===== src/design/telegram_pkg.sv =====
// shared constants, parameter codes and helpers for the cyclic telegram link
package telegram_pkg;
  localparam int DW      = 32;
  localparam int NSLOT   = 4;
  localparam int FIFO_DEPTH = 16;

  // communication phases driven by the controller
  localparam logic [2:0] PH_CFG   = 3'h2;
  localparam logic [2:0] PH_CHECK = 3'h3;
  localparam logic [2:0] PH_RUN   = 3'h4;

  // telegram type selector codes (bits 2..0)
  localparam logic [2:0] TT_STD1 = 3'h1;
  localparam logic [2:0] TT_STD3 = 3'h3;
  localparam logic [2:0] TT_STD4 = 3'h4;
  localparam logic [2:0] TT_APP  = 3'h7;
  localparam logic [15:0] TYPE_RESET = 16'h0000;

  // service channel parameter codes
  localparam logic [3:0] PAR_TYPE     = 4'h0;
  localparam logic [3:0] PAR_MDT_LIST = 4'h1;
  localparam logic [3:0] PAR_AT_LIST  = 4'h2;
  localparam logic [3:0] PAR_MDT_CNT  = 4'h3;
  localparam logic [3:0] PAR_AT_CNT   = 4'h4;
  localparam logic [3:0] PAR_MDT_LEN  = 4'h5;
  localparam logic [3:0] PAR_AT_LEN   = 4'h6;
  localparam logic [3:0] PAR_LAYOUT   = 4'h7;

  // identifiers of the cyclic values
  localparam logic [15:0] ID_TORQUE_CMD = 16'h0050;
  localparam logic [15:0] ID_VEL_CMD    = 16'h0024;
  localparam logic [15:0] ID_POS_CMD    = 16'h002F;
  localparam logic [15:0] ID_POS_FB     = 16'h0033;
  localparam logic [15:0] ID_VEL_FB     = 16'h0028;
  localparam logic [15:0] ID_TORQUE_FB  = 16'h0054;

  localparam logic [2:0]  MAX_IDS       = 3'h4;
  localparam logic [15:0] MAX_REC_BYTES = 16'h0040;
  localparam logic [15:0] NARROW_MASK   = 16'hFFFF;

  // controller register indices
  localparam logic [3:0] A_CTRL     = 4'h0;
  localparam logic [3:0] A_SVC_CMD  = 4'h1;
  localparam logic [3:0] A_SVC_STAT = 4'h2;
  localparam logic [3:0] A_MDT_N    = 4'h3;
  localparam logic [3:0] A_SEND     = 4'h4;
  localparam logic [3:0] A_SP0      = 4'h5;
  localparam logic [3:0] A_ACT0     = 4'h9;
  localparam logic [3:0] A_AT_N     = 4'hD;
  localparam int CTRL_BUILD_BIT = 8;
  localparam int SVC_RD_BIT     = 8;
  localparam int SVC_DATA_LSB   = 16;

  function automatic logic type_ok(input logic [15:0] v);
    return (v[15:3] == 13'h0000) &&
           (v[2:0] == TT_STD1 || v[2:0] == TT_STD3 || v[2:0] == TT_STD4 || v[2:0] == TT_APP);
  endfunction

  function automatic logic mdt_id_ok(input logic [15:0] v);
    return v == ID_TORQUE_CMD || v == ID_VEL_CMD || v == ID_POS_CMD;
  endfunction

  function automatic logic at_id_ok(input logic [15:0] v);
    return v == ID_POS_FB || v == ID_VEL_FB || v == ID_TORQUE_FB;
  endfunction
endpackage


===== src/design/telegram_if.sv =====
// link between cyclic telegram controller and drive-side telegram logic
`timescale 1ns/100ps
interface telegram_if (
  input wire logic mclk,
  input wire logic rstn
);
  logic [2:0]  phase;
  logic        build;
  logic        svc_wr;
  logic        svc_rd;
  logic [3:0]  svc_param;
  logic [1:0]  svc_idx;
  logic [15:0] svc_wdata;
  logic        svc_ack;
  logic        svc_err;
  logic [15:0] svc_rdata;
  logic        mdt_valid;
  logic        mdt_ready;
  logic [31:0] mdt_data;
  logic        mdt_last;
  logic        at_valid;
  logic        at_ready;
  logic [31:0] at_data;
  logic        at_last;

  modport dev (
    input  phase, build, svc_wr, svc_rd, svc_param, svc_idx, svc_wdata,
    input  mdt_valid, mdt_data, mdt_last, at_ready,
    output svc_ack, svc_err, svc_rdata, mdt_ready, at_valid, at_data, at_last
  );
  modport mst (
    output phase, build, svc_wr, svc_rd, svc_param, svc_idx, svc_wdata,
    output mdt_valid, mdt_data, mdt_last, at_ready,
    input  svc_ack, svc_err, svc_rdata, mdt_ready, at_valid, at_data, at_last
  );
endinterface


===== src/design/telegram_device.sv =====
// drive-side telegram configuration, layout build and cyclic data path
//
// Behaviour
// - type codes 1,3,4 standard, 7 application
// - controller writes type only in phase 2
// - no configured layout means no cyclic data
// - type 1: 2-byte torque out, nothing back
// - type 3: 4-byte velocity out, position back
// - type 4: 4-byte position out, position back
// - application lists for both directions independent
// - controller writes allowed out-list ids in phase 2
// - back list takes only allowed ids, 0..4
// - read-only max length per direction
// - phase-3 check builds layout from the type code, with the list counts for type 7
// - cyclic data used only in phase 4
// - at most four ids per telegram
// - type 7 takes its word counts from the application lists
// - up to 64 bytes per direction
`timescale 1ns/100ps
module telegram_device
  import telegram_pkg::*;
#(
  parameter int DEPTH = FIFO_DEPTH
) (
  input  wire logic                mclk,
  input  wire logic                rstn,
  telegram_if.dev                  bus,
  output logic                     out_valid,
  output logic [1:0]               out_slot,
  output logic [DW-1:0]            out_data,
  input  wire logic                out_ready,
  input  wire logic [NSLOT*DW-1:0] act_values,
  output logic                     cyc_active
);
  typedef enum logic [1:0] {AT_IDLE = 2'b00, AT_SEND = 2'b01} at_state_t;

  logic [15:0] tel_type;
  logic [15:0] mdt_list [NSLOT];
  logic [15:0] at_list [NSLOT];
  logic [2:0]  mdt_cnt;
  logic [2:0]  at_cnt;
  logic [2:0]  lay_mdt_n;
  logic [2:0]  lay_at_n;
  logic        lay_narrow;
  logic        built;
  logic [2:0]  mdt_slot;
  logic [2:0]  at_idx;
  at_state_t   at_state;
  logic [2:0]  next_mdt_n;
  logic [2:0]  next_at_n;
  logic        next_narrow;
  logic [15:0] rd_val;
  logic        rd_known;
  logic        fifo_in_ready;
  logic [DW+1:0] fifo_out;

  function automatic logic [DW-1:0] act_word(input logic [2:0] i);
    return act_values[i[1:0]*DW +: DW];
  endfunction

  // service channel decode; every write outside phase 2 is refused
  wire logic in_cfg   = bus.phase == PH_CFG;
  wire logic wr_type  = bus.svc_wr && bus.svc_param == PAR_TYPE;
  wire logic wr_mlist = bus.svc_wr && bus.svc_param == PAR_MDT_LIST;
  wire logic wr_alist = bus.svc_wr && bus.svc_param == PAR_AT_LIST;
  wire logic wr_mcnt  = bus.svc_wr && bus.svc_param == PAR_MDT_CNT;
  wire logic wr_acnt  = bus.svc_wr && bus.svc_param == PAR_AT_CNT;
  wire logic cnt_ok   = bus.svc_wdata <= {13'h0000, MAX_IDS};
  wire logic wr_good  = in_cfg && (
      (wr_type && type_ok(bus.svc_wdata)) ||
      (wr_mlist && mdt_id_ok(bus.svc_wdata)) ||
      (wr_alist && at_id_ok(bus.svc_wdata)) ||
      ((wr_mcnt || wr_acnt) && cnt_ok));

  // readable parameters; lengths are fixed and read-only
  always_comb begin
    rd_val   = 16'h0000;
    rd_known = 1'b1;
    case (bus.svc_param)
      PAR_TYPE:     rd_val = tel_type;
      PAR_MDT_LIST: rd_val = mdt_list[bus.svc_idx];
      PAR_AT_LIST:  rd_val = at_list[bus.svc_idx];
      PAR_MDT_CNT:  rd_val = {13'h0000, mdt_cnt};
      PAR_AT_CNT:   rd_val = {13'h0000, at_cnt};
      PAR_MDT_LEN:  rd_val = MAX_REC_BYTES;
      PAR_AT_LEN:   rd_val = MAX_REC_BYTES;
      PAR_LAYOUT:   rd_val = {8'h00, built, lay_narrow, lay_at_n, lay_mdt_n};
      default:      rd_known = 1'b0;
    endcase
  end

  // service answer one cycle after the strobe
  always_ff @(posedge mclk or negedge rstn) begin
    if (!rstn) begin
      bus.svc_ack   <= 1'b0;
      bus.svc_err   <= 1'b0;
      bus.svc_rdata <= 16'h0000;
    end else begin
      bus.svc_ack   <= bus.svc_wr || bus.svc_rd;
      bus.svc_err   <= (bus.svc_wr && !wr_good) || (bus.svc_rd && !rd_known);
      bus.svc_rdata <= bus.svc_rd ? rd_val : 16'h0000;
    end
  end

  // configuration storage; the two lists never constrain each other
  always_ff @(posedge mclk or negedge rstn) begin
    if (!rstn) begin
      tel_type <= TYPE_RESET;
      mdt_cnt  <= 3'h0;
      at_cnt   <= 3'h0;
      for (int i = 0; i < NSLOT; i++) begin
        mdt_list[i] <= 16'h0000;
        at_list[i]  <= 16'h0000;
      end
    end else if (wr_good) begin
      if (wr_type) tel_type <= bus.svc_wdata;
      if (wr_mlist) mdt_list[bus.svc_idx] <= bus.svc_wdata;
      if (wr_alist) at_list[bus.svc_idx] <= bus.svc_wdata;
      if (wr_mcnt) mdt_cnt <= bus.svc_wdata[2:0];
      if (wr_acnt) at_cnt <= bus.svc_wdata[2:0];
    end
  end

  // layout chosen by the type selector
  always_comb begin
    next_mdt_n  = 3'h0;
    next_at_n   = 3'h0;
    next_narrow = 1'b0;
    case (tel_type[2:0])
      TT_STD1: begin
        next_mdt_n  = 3'h1;
        next_narrow = 1'b1;
      end
      TT_STD3: begin
        next_mdt_n = 3'h1;
        next_at_n  = 3'h1;
      end
      TT_STD4: begin
        next_mdt_n = 3'h1;
        next_at_n  = 3'h1;
      end
      TT_APP: begin
        next_mdt_n = mdt_cnt;
        next_at_n  = at_cnt;
      end
      default: next_mdt_n = 3'h0;
    endcase
  end

  // built in the phase-3 check, dropped on return to phase 2
  always_ff @(posedge mclk or negedge rstn) begin
    if (!rstn) begin
      lay_mdt_n  <= 3'h0;
      lay_at_n   <= 3'h0;
      lay_narrow <= 1'b0;
      built      <= 1'b0;
    end else if (bus.build && bus.phase == PH_CHECK) begin
      lay_mdt_n  <= next_mdt_n;
      lay_at_n   <= next_at_n;
      lay_narrow <= next_narrow;
      built      <= 1'b1;
    end else if (in_cfg) begin
      built <= 1'b0;
    end
  end

  // out-bound words are kept only in phase 4 and within the layout
  wire logic run    = built && bus.phase == PH_RUN;
  wire logic keep   = run && mdt_slot < lay_mdt_n;
  wire logic accept = bus.mdt_valid && bus.mdt_ready;
  wire logic [DW-1:0] mdt_word = lay_narrow ?
                                 {16'h0000, bus.mdt_data[15:0] & NARROW_MASK} :
                                 bus.mdt_data;
  assign bus.mdt_ready = !keep || fifo_in_ready;

  word_fifo #(.W(DW + 2), .DEPTH(DEPTH)) word_fifo_i (
    .mclk      (mclk),
    .rstn      (rstn),
    .in_valid  (bus.mdt_valid && keep),
    .in_ready  (fifo_in_ready),
    .in_data   ({mdt_slot[1:0], mdt_word}),
    .out_valid (out_valid),
    .out_ready (out_ready),
    .out_data  (fifo_out)
  );
  assign out_slot = fifo_out[DW+1:DW];
  assign out_data = fifo_out[DW-1:0];

  wire logic start_at = accept && bus.mdt_last && run && lay_at_n != 3'h0 && at_state == AT_IDLE;
  wire logic at_take  = bus.at_valid && bus.at_ready;

  // slot counter saturates so a long telegram cannot wrap into slot 0
  always_ff @(posedge mclk or negedge rstn) begin
    if (!rstn) begin
      mdt_slot   <= 3'h0;
      cyc_active <= 1'b0;
    end else begin
      cyc_active <= run;
      if (accept && bus.mdt_last) mdt_slot <= 3'h0;
      else if (accept && mdt_slot != MAX_IDS) mdt_slot <= mdt_slot + 3'h1;
    end
  end

  // answer telegram follows the last accepted out-bound word
  always_ff @(posedge mclk or negedge rstn) begin
    if (!rstn) begin
      at_state     <= AT_IDLE;
      at_idx       <= 3'h0;
      bus.at_valid <= 1'b0;
      bus.at_data  <= '0;
      bus.at_last  <= 1'b0;
    end else begin
      case (at_state)
        AT_IDLE: begin
          if (start_at) begin
            at_state     <= AT_SEND;
            at_idx       <= 3'h0;
            bus.at_valid <= 1'b1;
            bus.at_data  <= act_word(3'h0);
            bus.at_last  <= lay_at_n == 3'h1;
          end
        end
        AT_SEND: begin
          if (at_take && bus.at_last) begin
            at_state     <= AT_IDLE;
            bus.at_valid <= 1'b0;
            bus.at_last  <= 1'b0;
          end else if (at_take) begin
            at_idx      <= at_idx + 3'h1;
            bus.at_data <= act_word(at_idx + 3'h1);
            bus.at_last <= at_idx + 3'h2 == lay_at_n;
          end
        end
        default: at_state <= AT_IDLE;
      endcase
    end
  end
endmodule


===== src/design/word_fifo.sv =====
// flip-flop fifo with valid/ready on both sides
`timescale 1ns/100ps
module word_fifo #(
  parameter int W     = 34,
  parameter int DEPTH = 16
) (
  input  wire logic         mclk,
  input  wire logic         rstn,
  input  wire logic         in_valid,
  output logic              in_ready,
  input  wire logic [W-1:0] in_data,
  output logic              out_valid,
  input  wire logic         out_ready,
  output logic [W-1:0]      out_data
);
  localparam int AW = $clog2(DEPTH);
  logic [W-1:0] mem [DEPTH];
  logic [AW-1:0] wptr;
  logic [AW-1:0] rptr;
  logic [AW:0]   count;
  wire logic push = in_valid && in_ready;
  wire logic pop  = out_valid && out_ready;

  // full and empty straight from the occupancy count
  assign in_ready  = count != (AW+1)'(DEPTH);
  assign out_valid = count != '0;
  assign out_data  = mem[rptr];

  always_ff @(posedge mclk) begin
    if (push) mem[wptr] <= in_data;
  end

  // pointers wrap naturally because depth is a power of two
  always_ff @(posedge mclk or negedge rstn) begin
    if (!rstn) begin
      wptr  <= '0;
      rptr  <= '0;
      count <= '0;
    end else begin
      if (push) wptr <= wptr + 1'b1;
      if (pop) rptr <= rptr + 1'b1;
      count <= count + (AW+1)'(push) - (AW+1)'(pop);
    end
  end
endmodule


===== src/flat_wrapper.sv =====
// flat-port wrapper written by rule: the top's interface ports become plain ports
module telegram_device_flat import telegram_pkg::*;
#(
  parameter int DEPTH = FIFO_DEPTH
)
  (mclk, rstn, out_valid, out_slot, out_data, out_ready, act_values, cyc_active, bus_phase, bus_build, bus_svc_wr, bus_svc_rd, bus_svc_param, bus_svc_idx, bus_svc_wdata, bus_mdt_valid, bus_mdt_data, bus_mdt_last, bus_at_ready, bus_svc_ack, bus_svc_err, bus_svc_rdata, bus_mdt_ready, bus_at_valid, bus_at_data, bus_at_last);
  telegram_if bus_i (.mclk(mclk), .rstn(rstn));
  input  wire logic mclk;
  input  wire logic rstn;
  output logic out_valid;
  output logic [1:0] out_slot;
  output logic [DW-1:0] out_data;
  input  wire logic out_ready;
  input  wire logic [NSLOT*DW-1:0] act_values;
  output logic cyc_active;
  input wire logic [$bits(bus_i.phase)-1:0] bus_phase;
  input wire logic [$bits(bus_i.build)-1:0] bus_build;
  input wire logic [$bits(bus_i.svc_wr)-1:0] bus_svc_wr;
  input wire logic [$bits(bus_i.svc_rd)-1:0] bus_svc_rd;
  input wire logic [$bits(bus_i.svc_param)-1:0] bus_svc_param;
  input wire logic [$bits(bus_i.svc_idx)-1:0] bus_svc_idx;
  input wire logic [$bits(bus_i.svc_wdata)-1:0] bus_svc_wdata;
  input wire logic [$bits(bus_i.mdt_valid)-1:0] bus_mdt_valid;
  input wire logic [$bits(bus_i.mdt_data)-1:0] bus_mdt_data;
  input wire logic [$bits(bus_i.mdt_last)-1:0] bus_mdt_last;
  input wire logic [$bits(bus_i.at_ready)-1:0] bus_at_ready;
  output wire logic [$bits(bus_i.svc_ack)-1:0] bus_svc_ack;
  output wire logic [$bits(bus_i.svc_err)-1:0] bus_svc_err;
  output wire logic [$bits(bus_i.svc_rdata)-1:0] bus_svc_rdata;
  output wire logic [$bits(bus_i.mdt_ready)-1:0] bus_mdt_ready;
  output wire logic [$bits(bus_i.at_valid)-1:0] bus_at_valid;
  output wire logic [$bits(bus_i.at_data)-1:0] bus_at_data;
  output wire logic [$bits(bus_i.at_last)-1:0] bus_at_last;
  assign bus_i.phase = bus_phase;
  assign bus_i.build = bus_build;
  assign bus_i.svc_wr = bus_svc_wr;
  assign bus_i.svc_rd = bus_svc_rd;
  assign bus_i.svc_param = bus_svc_param;
  assign bus_i.svc_idx = bus_svc_idx;
  assign bus_i.svc_wdata = bus_svc_wdata;
  assign bus_i.mdt_valid = bus_mdt_valid;
  assign bus_i.mdt_data = bus_mdt_data;
  assign bus_i.mdt_last = bus_mdt_last;
  assign bus_i.at_ready = bus_at_ready;
  assign bus_svc_ack = bus_i.svc_ack;
  assign bus_svc_err = bus_i.svc_err;
  assign bus_svc_rdata = bus_i.svc_rdata;
  assign bus_mdt_ready = bus_i.mdt_ready;
  assign bus_at_valid = bus_i.at_valid;
  assign bus_at_data = bus_i.at_data;
  assign bus_at_last = bus_i.at_last;
  telegram_device #(.DEPTH(DEPTH)) u_core (.mclk(mclk), .rstn(rstn), .bus(bus_i), .out_valid(out_valid), .out_slot(out_slot), .out_data(out_data), .out_ready(out_ready), .act_values(act_values), .cyc_active(cyc_active));
endmodule

===== config.mk =====
export PLATFORM = sky130hd
export DESIGN_NAME = telegram_device_flat
export DESIGN_NICKNAME = d
export VERILOG_FILES = /design/src/design/telegram_pkg.sv /design/src/design/telegram_if.sv /design/src/design/telegram_device.sv /design/src/design/word_fifo.sv /design/src/flat_wrapper.sv
export SDC_FILE = /design/constraint.sdc
export NUM_CORES = 1
export LEC_CHECK = 0
export BUFFER_PORTS_ARGS = -buffer_cell sky130_fd_sc_hd__clkbuf_2
export CAP_MARGIN = 20
export CORE_AREA = 4 4 237 239
export CTS_CLUSTER_SIZE = 25
export DETAILED_ROUTE_END_ITERATION = 8
export DIE_AREA = 0 0 241 243
export GPL_TIMING_DRIVEN = 0
export PLACE_DENSITY = 0.78
export SETUP_SLACK_MARGIN = 0.02
export SLEW_MARGIN = 20
export SYNTH_ARGS = -nofsm -noshare
export SYNTH_HDL_FRONTEND = slang
export SYNTH_SLANG_ARGS = --single-unit

===== constraint.sdc =====
create_clock -name mclk -period 8.1 [get_ports mclk]
set_clock_uncertainty 0.15 [all_clocks]
set_input_delay 0 -clock mclk [delete_from_list [all_inputs] [get_ports mclk]]
set_output_delay 0 -clock mclk [all_outputs]
set_load 0.005 [all_outputs]

Word-level counts from Yosys, hierarchy flattened
Memory sizes are Yosys's and may differ from the RTL's. Cells that the tools add are included.

Flip-flop bits (word level): 232. Bits in writable memories: 544. Output and inout bits: 89. Word-level logic and storage cells: 183. Memories: 1.

$add $sub $neg: 7. Order comparisons: 4. Eq/ne operators: 34. Shift-type cells: 1. Muxes and demuxes: 41. Bitwise operators: 1. Reduce and logical (&&, ||, !) cells: 66.

Memory list: u_core.word_fifo_i.mem (words 16, bits a word 34, read ports 1, clocked after memory_dff 0, wr ports 1, RTL line word_fifo.sv:17) `logic [W-1:0] mem [DEPTH];`.

Operators by type and width (count): bitwise mux 64 bit (2); 2-to-1 mux 32 bit (4); variable part select 128 x 8 -> 32 bit (1); case mux 16 bit (7 select lines) (1); 2-to-1 mux 16 bit (6); binary-select mux 16 bit (select 2 bit) (2); equality test 16 x 6 -> 1 bit (second input constant) (4); case mux 32 bit (2 select lines) (1); demux 16 bit (select 2 bit) (1); equality test 16 x 7 -> 1 bit (second input constant) (2); logical AND 1 bit (28); case mux 3 bit (2 select lines) (3); equality test 4 x 3 -> 1 bit (second input constant) (4); <= comparator 16 x 3 -> 1 bit (second input constant) (1); equality test 3 bit (second input constant) (5); 2-to-1 mux 3 bit (5); logical OR 1 bit (14); logical NOT 13 bit (1); equality test 3 x 2 -> 1 bit (second input constant) (4); AND reduction 2 bit (6); 2-to-1 mux 1 bit (11); equality test 3 x 1 -> 1 bit (second input constant) (3); adder 4 x 1 -> 4 bit (second input constant) (2); equality test 4 x 2 -> 1 bit (second input constant) (2); 30 further kinds (41).

Logic depth before layout (Yosys ltp)
Depth after elaboration: 13. Gate-level depth with buffers: 14. Mapped depth without buffers: 14.

Hierarchy
Synthesis repeated with hierarchy kept, for this count alone.

Cell total of the unflattened synthesis: 1924. Area, all modules: 32248.4 um2.

Modules (own cells, without submodules): word_fifo (instances 1, cells each 1067, area each 21755.9 um2); telegram_device (instances 1, cells each 857, area each 10492.6 um2).

Least setup slack after synthesis
OpenSTA, ideal clock, no wires.

Path kind: register to register. Start: register u_core.mdt_slot[1]. End: memory u_core.word_fifo_i.mem[10][0] (enable). Arrival: 3.191 ns. Setup slack: 4.334 ns. Cell stages (with the launch flop): 7. Cell sequence: dfrtp_1 ha_1 a21oi_1 o21ai_0 nor3_2 nand3b_1 nor2_1.

Word-level cells in the longest chain between the ends: 6.

RTL lines: from (decl) (RTL line telegram_device.sv:46) `logic [2:0] mdt_slot;`; from (signal assigned) (RTL line telegram_device.sv:200) `else if (accept && mdt_slot != MAX_IDS) mdt_slot <= mdt_slot + 3'h1;`; < comparator 3 bit (RTL line telegram_device.sv:169) `wire logic keep = run && mdt_slot < lay_mdt_n;`; logical AND 1 bit (RTL line telegram_device.sv:169); logical AND 1 bit (RTL line telegram_device.sv:179) `.in_valid (bus.mdt_valid && keep),`; logical AND 1 bit (RTL line word_fifo.sv:21) `wire logic push = in_valid && in_ready;`; 2-to-1 mux 1 bit (RTL line word_fifo.sv:30) `if (push) mem[wptr] <= in_data;`; 2-to-1 mux 1 bit (not written as such) (RTL line word_fifo.sv:30); to (decl) (RTL line word_fifo.sv:17).

Every way passes these cells.

Worst setup path in the final report
Start: register u_core.mdt_slot[1]. End: memory u_core.word_fifo_i.mem[10][11] (enable).

The elaborated chain is that of the path after synthesis.

==> implementation parameters <==
Parameter                              Value

Status
  Status    finished clean

Hold path
  Cell count of the worst hold path    7
  Hold crit path type    input port to flop

Worst setup path
  Largest fanout on the critical path    20
  Crit-path cells    ha_1, a21oi_1, o21ai_0, nor3_2, nand3b_1, nor2_4, buf_12
  Slowest CP cell    sky130_fd_sc_hd__dfrtp_1
  Worst Path Buf+Inv    1
  Endpoint arrival time on the critical path    4.07 ns
  Crit-path leading delay family    simple AND/OR/NAND/NOR gates
  Path depth of the worst reg2reg path    7
  Crit path capture type    flop
  Launching element type of the critical path    flop
  Worst setup path category    flop to flop
  Delay of the slowest critical-path stage    0.79 ns
  Total stage count of the critical path    7
  Critical path data required time    8.26 ns

Clock tree
  CTS tree    yes
  Worst skew pair latency    0.63 ns
  Clock buffer count from CTS    77
  Root Buffer    sky130_fd_sc_hd__clkbuf_16
  Number of gates given a new drive strength after cts    0
  Clock slew seen by the registers of the worst setup and hold paths    0.06 ns
  Clk sinks    774
  Max H-tree Level    3
  Setup Fix Bufs, Post-CTS    0
  Bufs on Longest Clock Path    3

Die
  Floorplan die height    243 um
  Placeable Area    53,810 um2
  Initial standard-cell utilization of the core    58.54%
  Ports placed on the boundary    283
  Overall die area    58,560 um2
  Site Rows    85
  Die outline width    241 um

Layout
  Number of nets in the final layout    2,532
  Share of layout cells above drive strength 1    30.10%
  Final design instance area without fill    38,120 um2
  Synthesis-to-finish area growth    21.01%
  Final antenna diode count    0
  Fill count    3,250

Pwr
  Highest ir drop seen on vdd    203.1 uV
  LEAKAGE    14.62 nW
  Pwr per Cell Area    279.8 nW/um2

Yosys
  Fraction of post-synthesis cell area in the top cell type by area    51.85%
  Compound-Gate Fraction of Synth Area    3.439%
  Library cell occupying the most area in the post-synthesis netlist    sky130_fd_sc_hd__edfxtp_1
  XOR/XNOR Fraction of Synth Area    0.3614%
  Leading post-synthesis cells by cell area    sky130_fd_sc_hd__edfxtp_1 52%, sky130_fd_sc_hd__dfrtp_1 18%, sky130_fd_sc_hd__mux4_2 14%
  Sequential element share of the synthesized area    70.12%
  EDFF count, synth    544
  Area fraction in and, or, nand and nor cells after synthesis    6.470%
  Most common cell in the netlist    sky130_fd_sc_hd__edfxtp_1
  Largest family of logic cells by synthesized area    multiplexers
  Commonest register cell after synthesis    sky130_fd_sc_hd__edfxtp_1
  Synth async-reset ratio    29.72%
  Area of the mapped netlist    31,500 um2
  Syn nets    2,011
  Syn Inst Count    1,800
  Average size of a mapped cell    17.50 um2
  Unique cell type count in the Yosys netlist    63
  Most instantiated cells after synthesis    544 x sky130_fd_sc_hd__edfxtp_1, 230 x sky130_fd_sc_hd__dfrtp_1, 202 x sky130_fd_sc_hd__mux4_2
  Yosys synthesis warning count    0
  Proportion of synthesized area in mux cells    16.98%
  Post-synthesis adder-cell area fraction    0.6990%
  Flop and latch count out of synthesis    774

Routing
  Iteration-0 DRC count of the detailed router    2,051
  WL per Instance    27.00 um
  Total length of routed wires    83,100 um
  First drt pass iteration count    7
  Via count of the routed design    19,040
  Count of antenna-violating nets left after detailed routing    0
  Residual DRC    0
  Detailed-route vias per instance    6.187

Global route
  Overflow left after global routing    0
  Maximum number of pins on one net before global-route repair    100
  Total global routing track utilization    28.91%
  Number of antenna violations at the first check in global routing    0
  Wire length of the first global-routing pass    126,100 um
  Number of global-route vias before repair    20,520

STA
  Final hold viol count    0
  Shortest period the worst path allows    3.905 ns
  Tcrit/Tclk final    48.21%
  Unrepaired setup endpoints after global routing    false
  Worst max-slew margin expressed relative to the limit    27.08%
  Final number of max-transition violations    0
  Maximum achievable frequency    0.2561 GHz
  Final-report setup violation count    0
  Transition time of the tightest slew-check pin    1.094 ns
  Post-route setup TNS    0 ns

Placement
  Routability congestion estimate    0.9395
  HPWL Detailed    49,880 um
  Standard cell area after detailed placement    34,140 um2
  # port buffers    279

Job
  Number of max-cap violations    0
-- per-layer routing --
metal / track usage, % / wire (um)
met1: 37.36 / 30350
met3: 6.085 / 6650
met2: 50.23 / 43970
met5: 0 / 0
met4: 7.932 / 2131
-- path summary, 6_finish.rpt --
check,start,endpoint,slack [ns]
max reg2reg,u_core.mdt_slot[1],u_core.word_fifo_i.mem[10][11],4.19
min,bus_svc_wdata[13],u_core.mdt_list[20],0.06
max,u_core.mdt_slot[1],u_core.word_fifo_i.mem[10][11],4.19
min in group asynchronous,rstn,u_core.tel_type[8],0.34
min reg2reg,u_core.mdt_list[35],u_core.mdt_list[35],0.32
max in group asynchronous,rstn,u_core.at_list[49],6.97
-- placed cells by master, fill, tap and decap left out, types with 12 or more instances in the layout --
cell type                       netlist  final
sky130_fd_sc_hd__o21ai_0             93     93
sky130_fd_sc_hd__mux2_2              54     54
sky130_fd_sc_hd__nor3_1              12     12
sky130_fd_sc_hd__ha_1                16     16
sky130_fd_sc_hd__dfrtp_1            230    230
sky130_fd_sc_hd__clkbuf_2             0    282
sky130_fd_sc_hd__mux2i_1             17     17
sky130_fd_sc_hd__o22ai_1             42     42
sky130_fd_sc_hd__and2_1              49     37
sky130_fd_sc_hd__clkbuf_1            58     73
sky130_fd_sc_hd__a21oi_1             20     20
sky130_fd_sc_hd__nand2_1            176    176
sky130_fd_sc_hd__clkbuf_16            0     79
sky130_fd_sc_hd__buf_1               19     15
sky130_fd_sc_hd__and3_1              13     13
sky130_fd_sc_hd__dlygate4sd3_1        0    150
sky130_fd_sc_hd__edfxtp_1           544    544
sky130_fd_sc_hd__clkinv_1             0     17
sky130_fd_sc_hd__inv_1               48     48
sky130_fd_sc_hd__clkinv_2             0     13
sky130_fd_sc_hd__nor2b_1             69     69
sky130_fd_sc_hd__mux4_2             202    202
sky130_fd_sc_hd__buf_2               23     23
-- flip-flops by register name (all words and copies together) (netlist names), 3 cells and up --
name	flops
u_core.lay_at_n	3
u_core.mdt_list	64
u_core.word_fifo_i.wptr	4
u_core.mdt_cnt	3
u_core.bus.at_data	32
u_core.word_fifo_i.count	5
u_core.word_fifo_i.rptr	4
u_core.bus.svc_rdata	16
u_core.mdt_slot	3
u_core.tel_type	16
u_core.at_idx	3
u_core.at_cnt	3
u_core.lay_mdt_n	3
u_core.word_fifo_i.mem	544
u_core.at_list	64
-- repair_timing --
| action | CTS | global route |
|---|---|---|
| endpoints found under the hold margin | 917 | 0 |
| setup endpoints to repair | 0 | 0 |
| hold buffers | 151 | 0 |
-- through the flow --
stage,total power [W],worst slack [ns],cells,util [%],hold slack [ns]
floorplan,0.006167,4.334,1800,-,-0.4456
global placement,0.007038,2.367,2775,62.76,0.1099
finish,0.01067,4.195,3078,70.84,0.06083
global route,0.01108,3.895,3078,70.84,0.1338
detailed placement,0.007126,4.209,2787,63.45,-0.1929
CTS,0.01072,4.141,3078,70.83,0.0001252
-- worst register-to-register path, delay by kind of cell, from the launching register on --
family,cells,cell delay (ns)
buffers and inverters,1,0.28
and+or+nand+nor,3,1.63
DFF,1,0.79
AOI/OAI and AO/OA,2,0.38
adders and majority gates,1,0.35
-- logic make-up after synthesis --
group / after synthesis
buffers and inverters: 151
XOR/XNOR: 13
AO/OA/AOI/OAI: 186
adder cells (fa/ha/maj): 17
AND/OR/NAND/NOR: 384
flip-flops: 774
multiplexers: 275
-- where the power goes --
group          switching [W]  total [W]  internal (W)
clock                0.00154    0.00350       0.00197
combinational        0.00137    0.00269       0.00132
sequential         0.0000934    0.00447       0.00438
-- final cells by class --
class	count	area [um2]	area share, %
flip-flops and latches	774	22090	57.95
multi-input cells	875	8861	23.24
repair buffers	442	3234	8.484
clock buffers	98	2088	5.478
well taps	696	870.8	2.284
plain buffers	102	427.9	1.122
clock inverters	42	366.6	0.9616
inverters	49	183.9	0.4824
(Power assumes the default switching activity.)
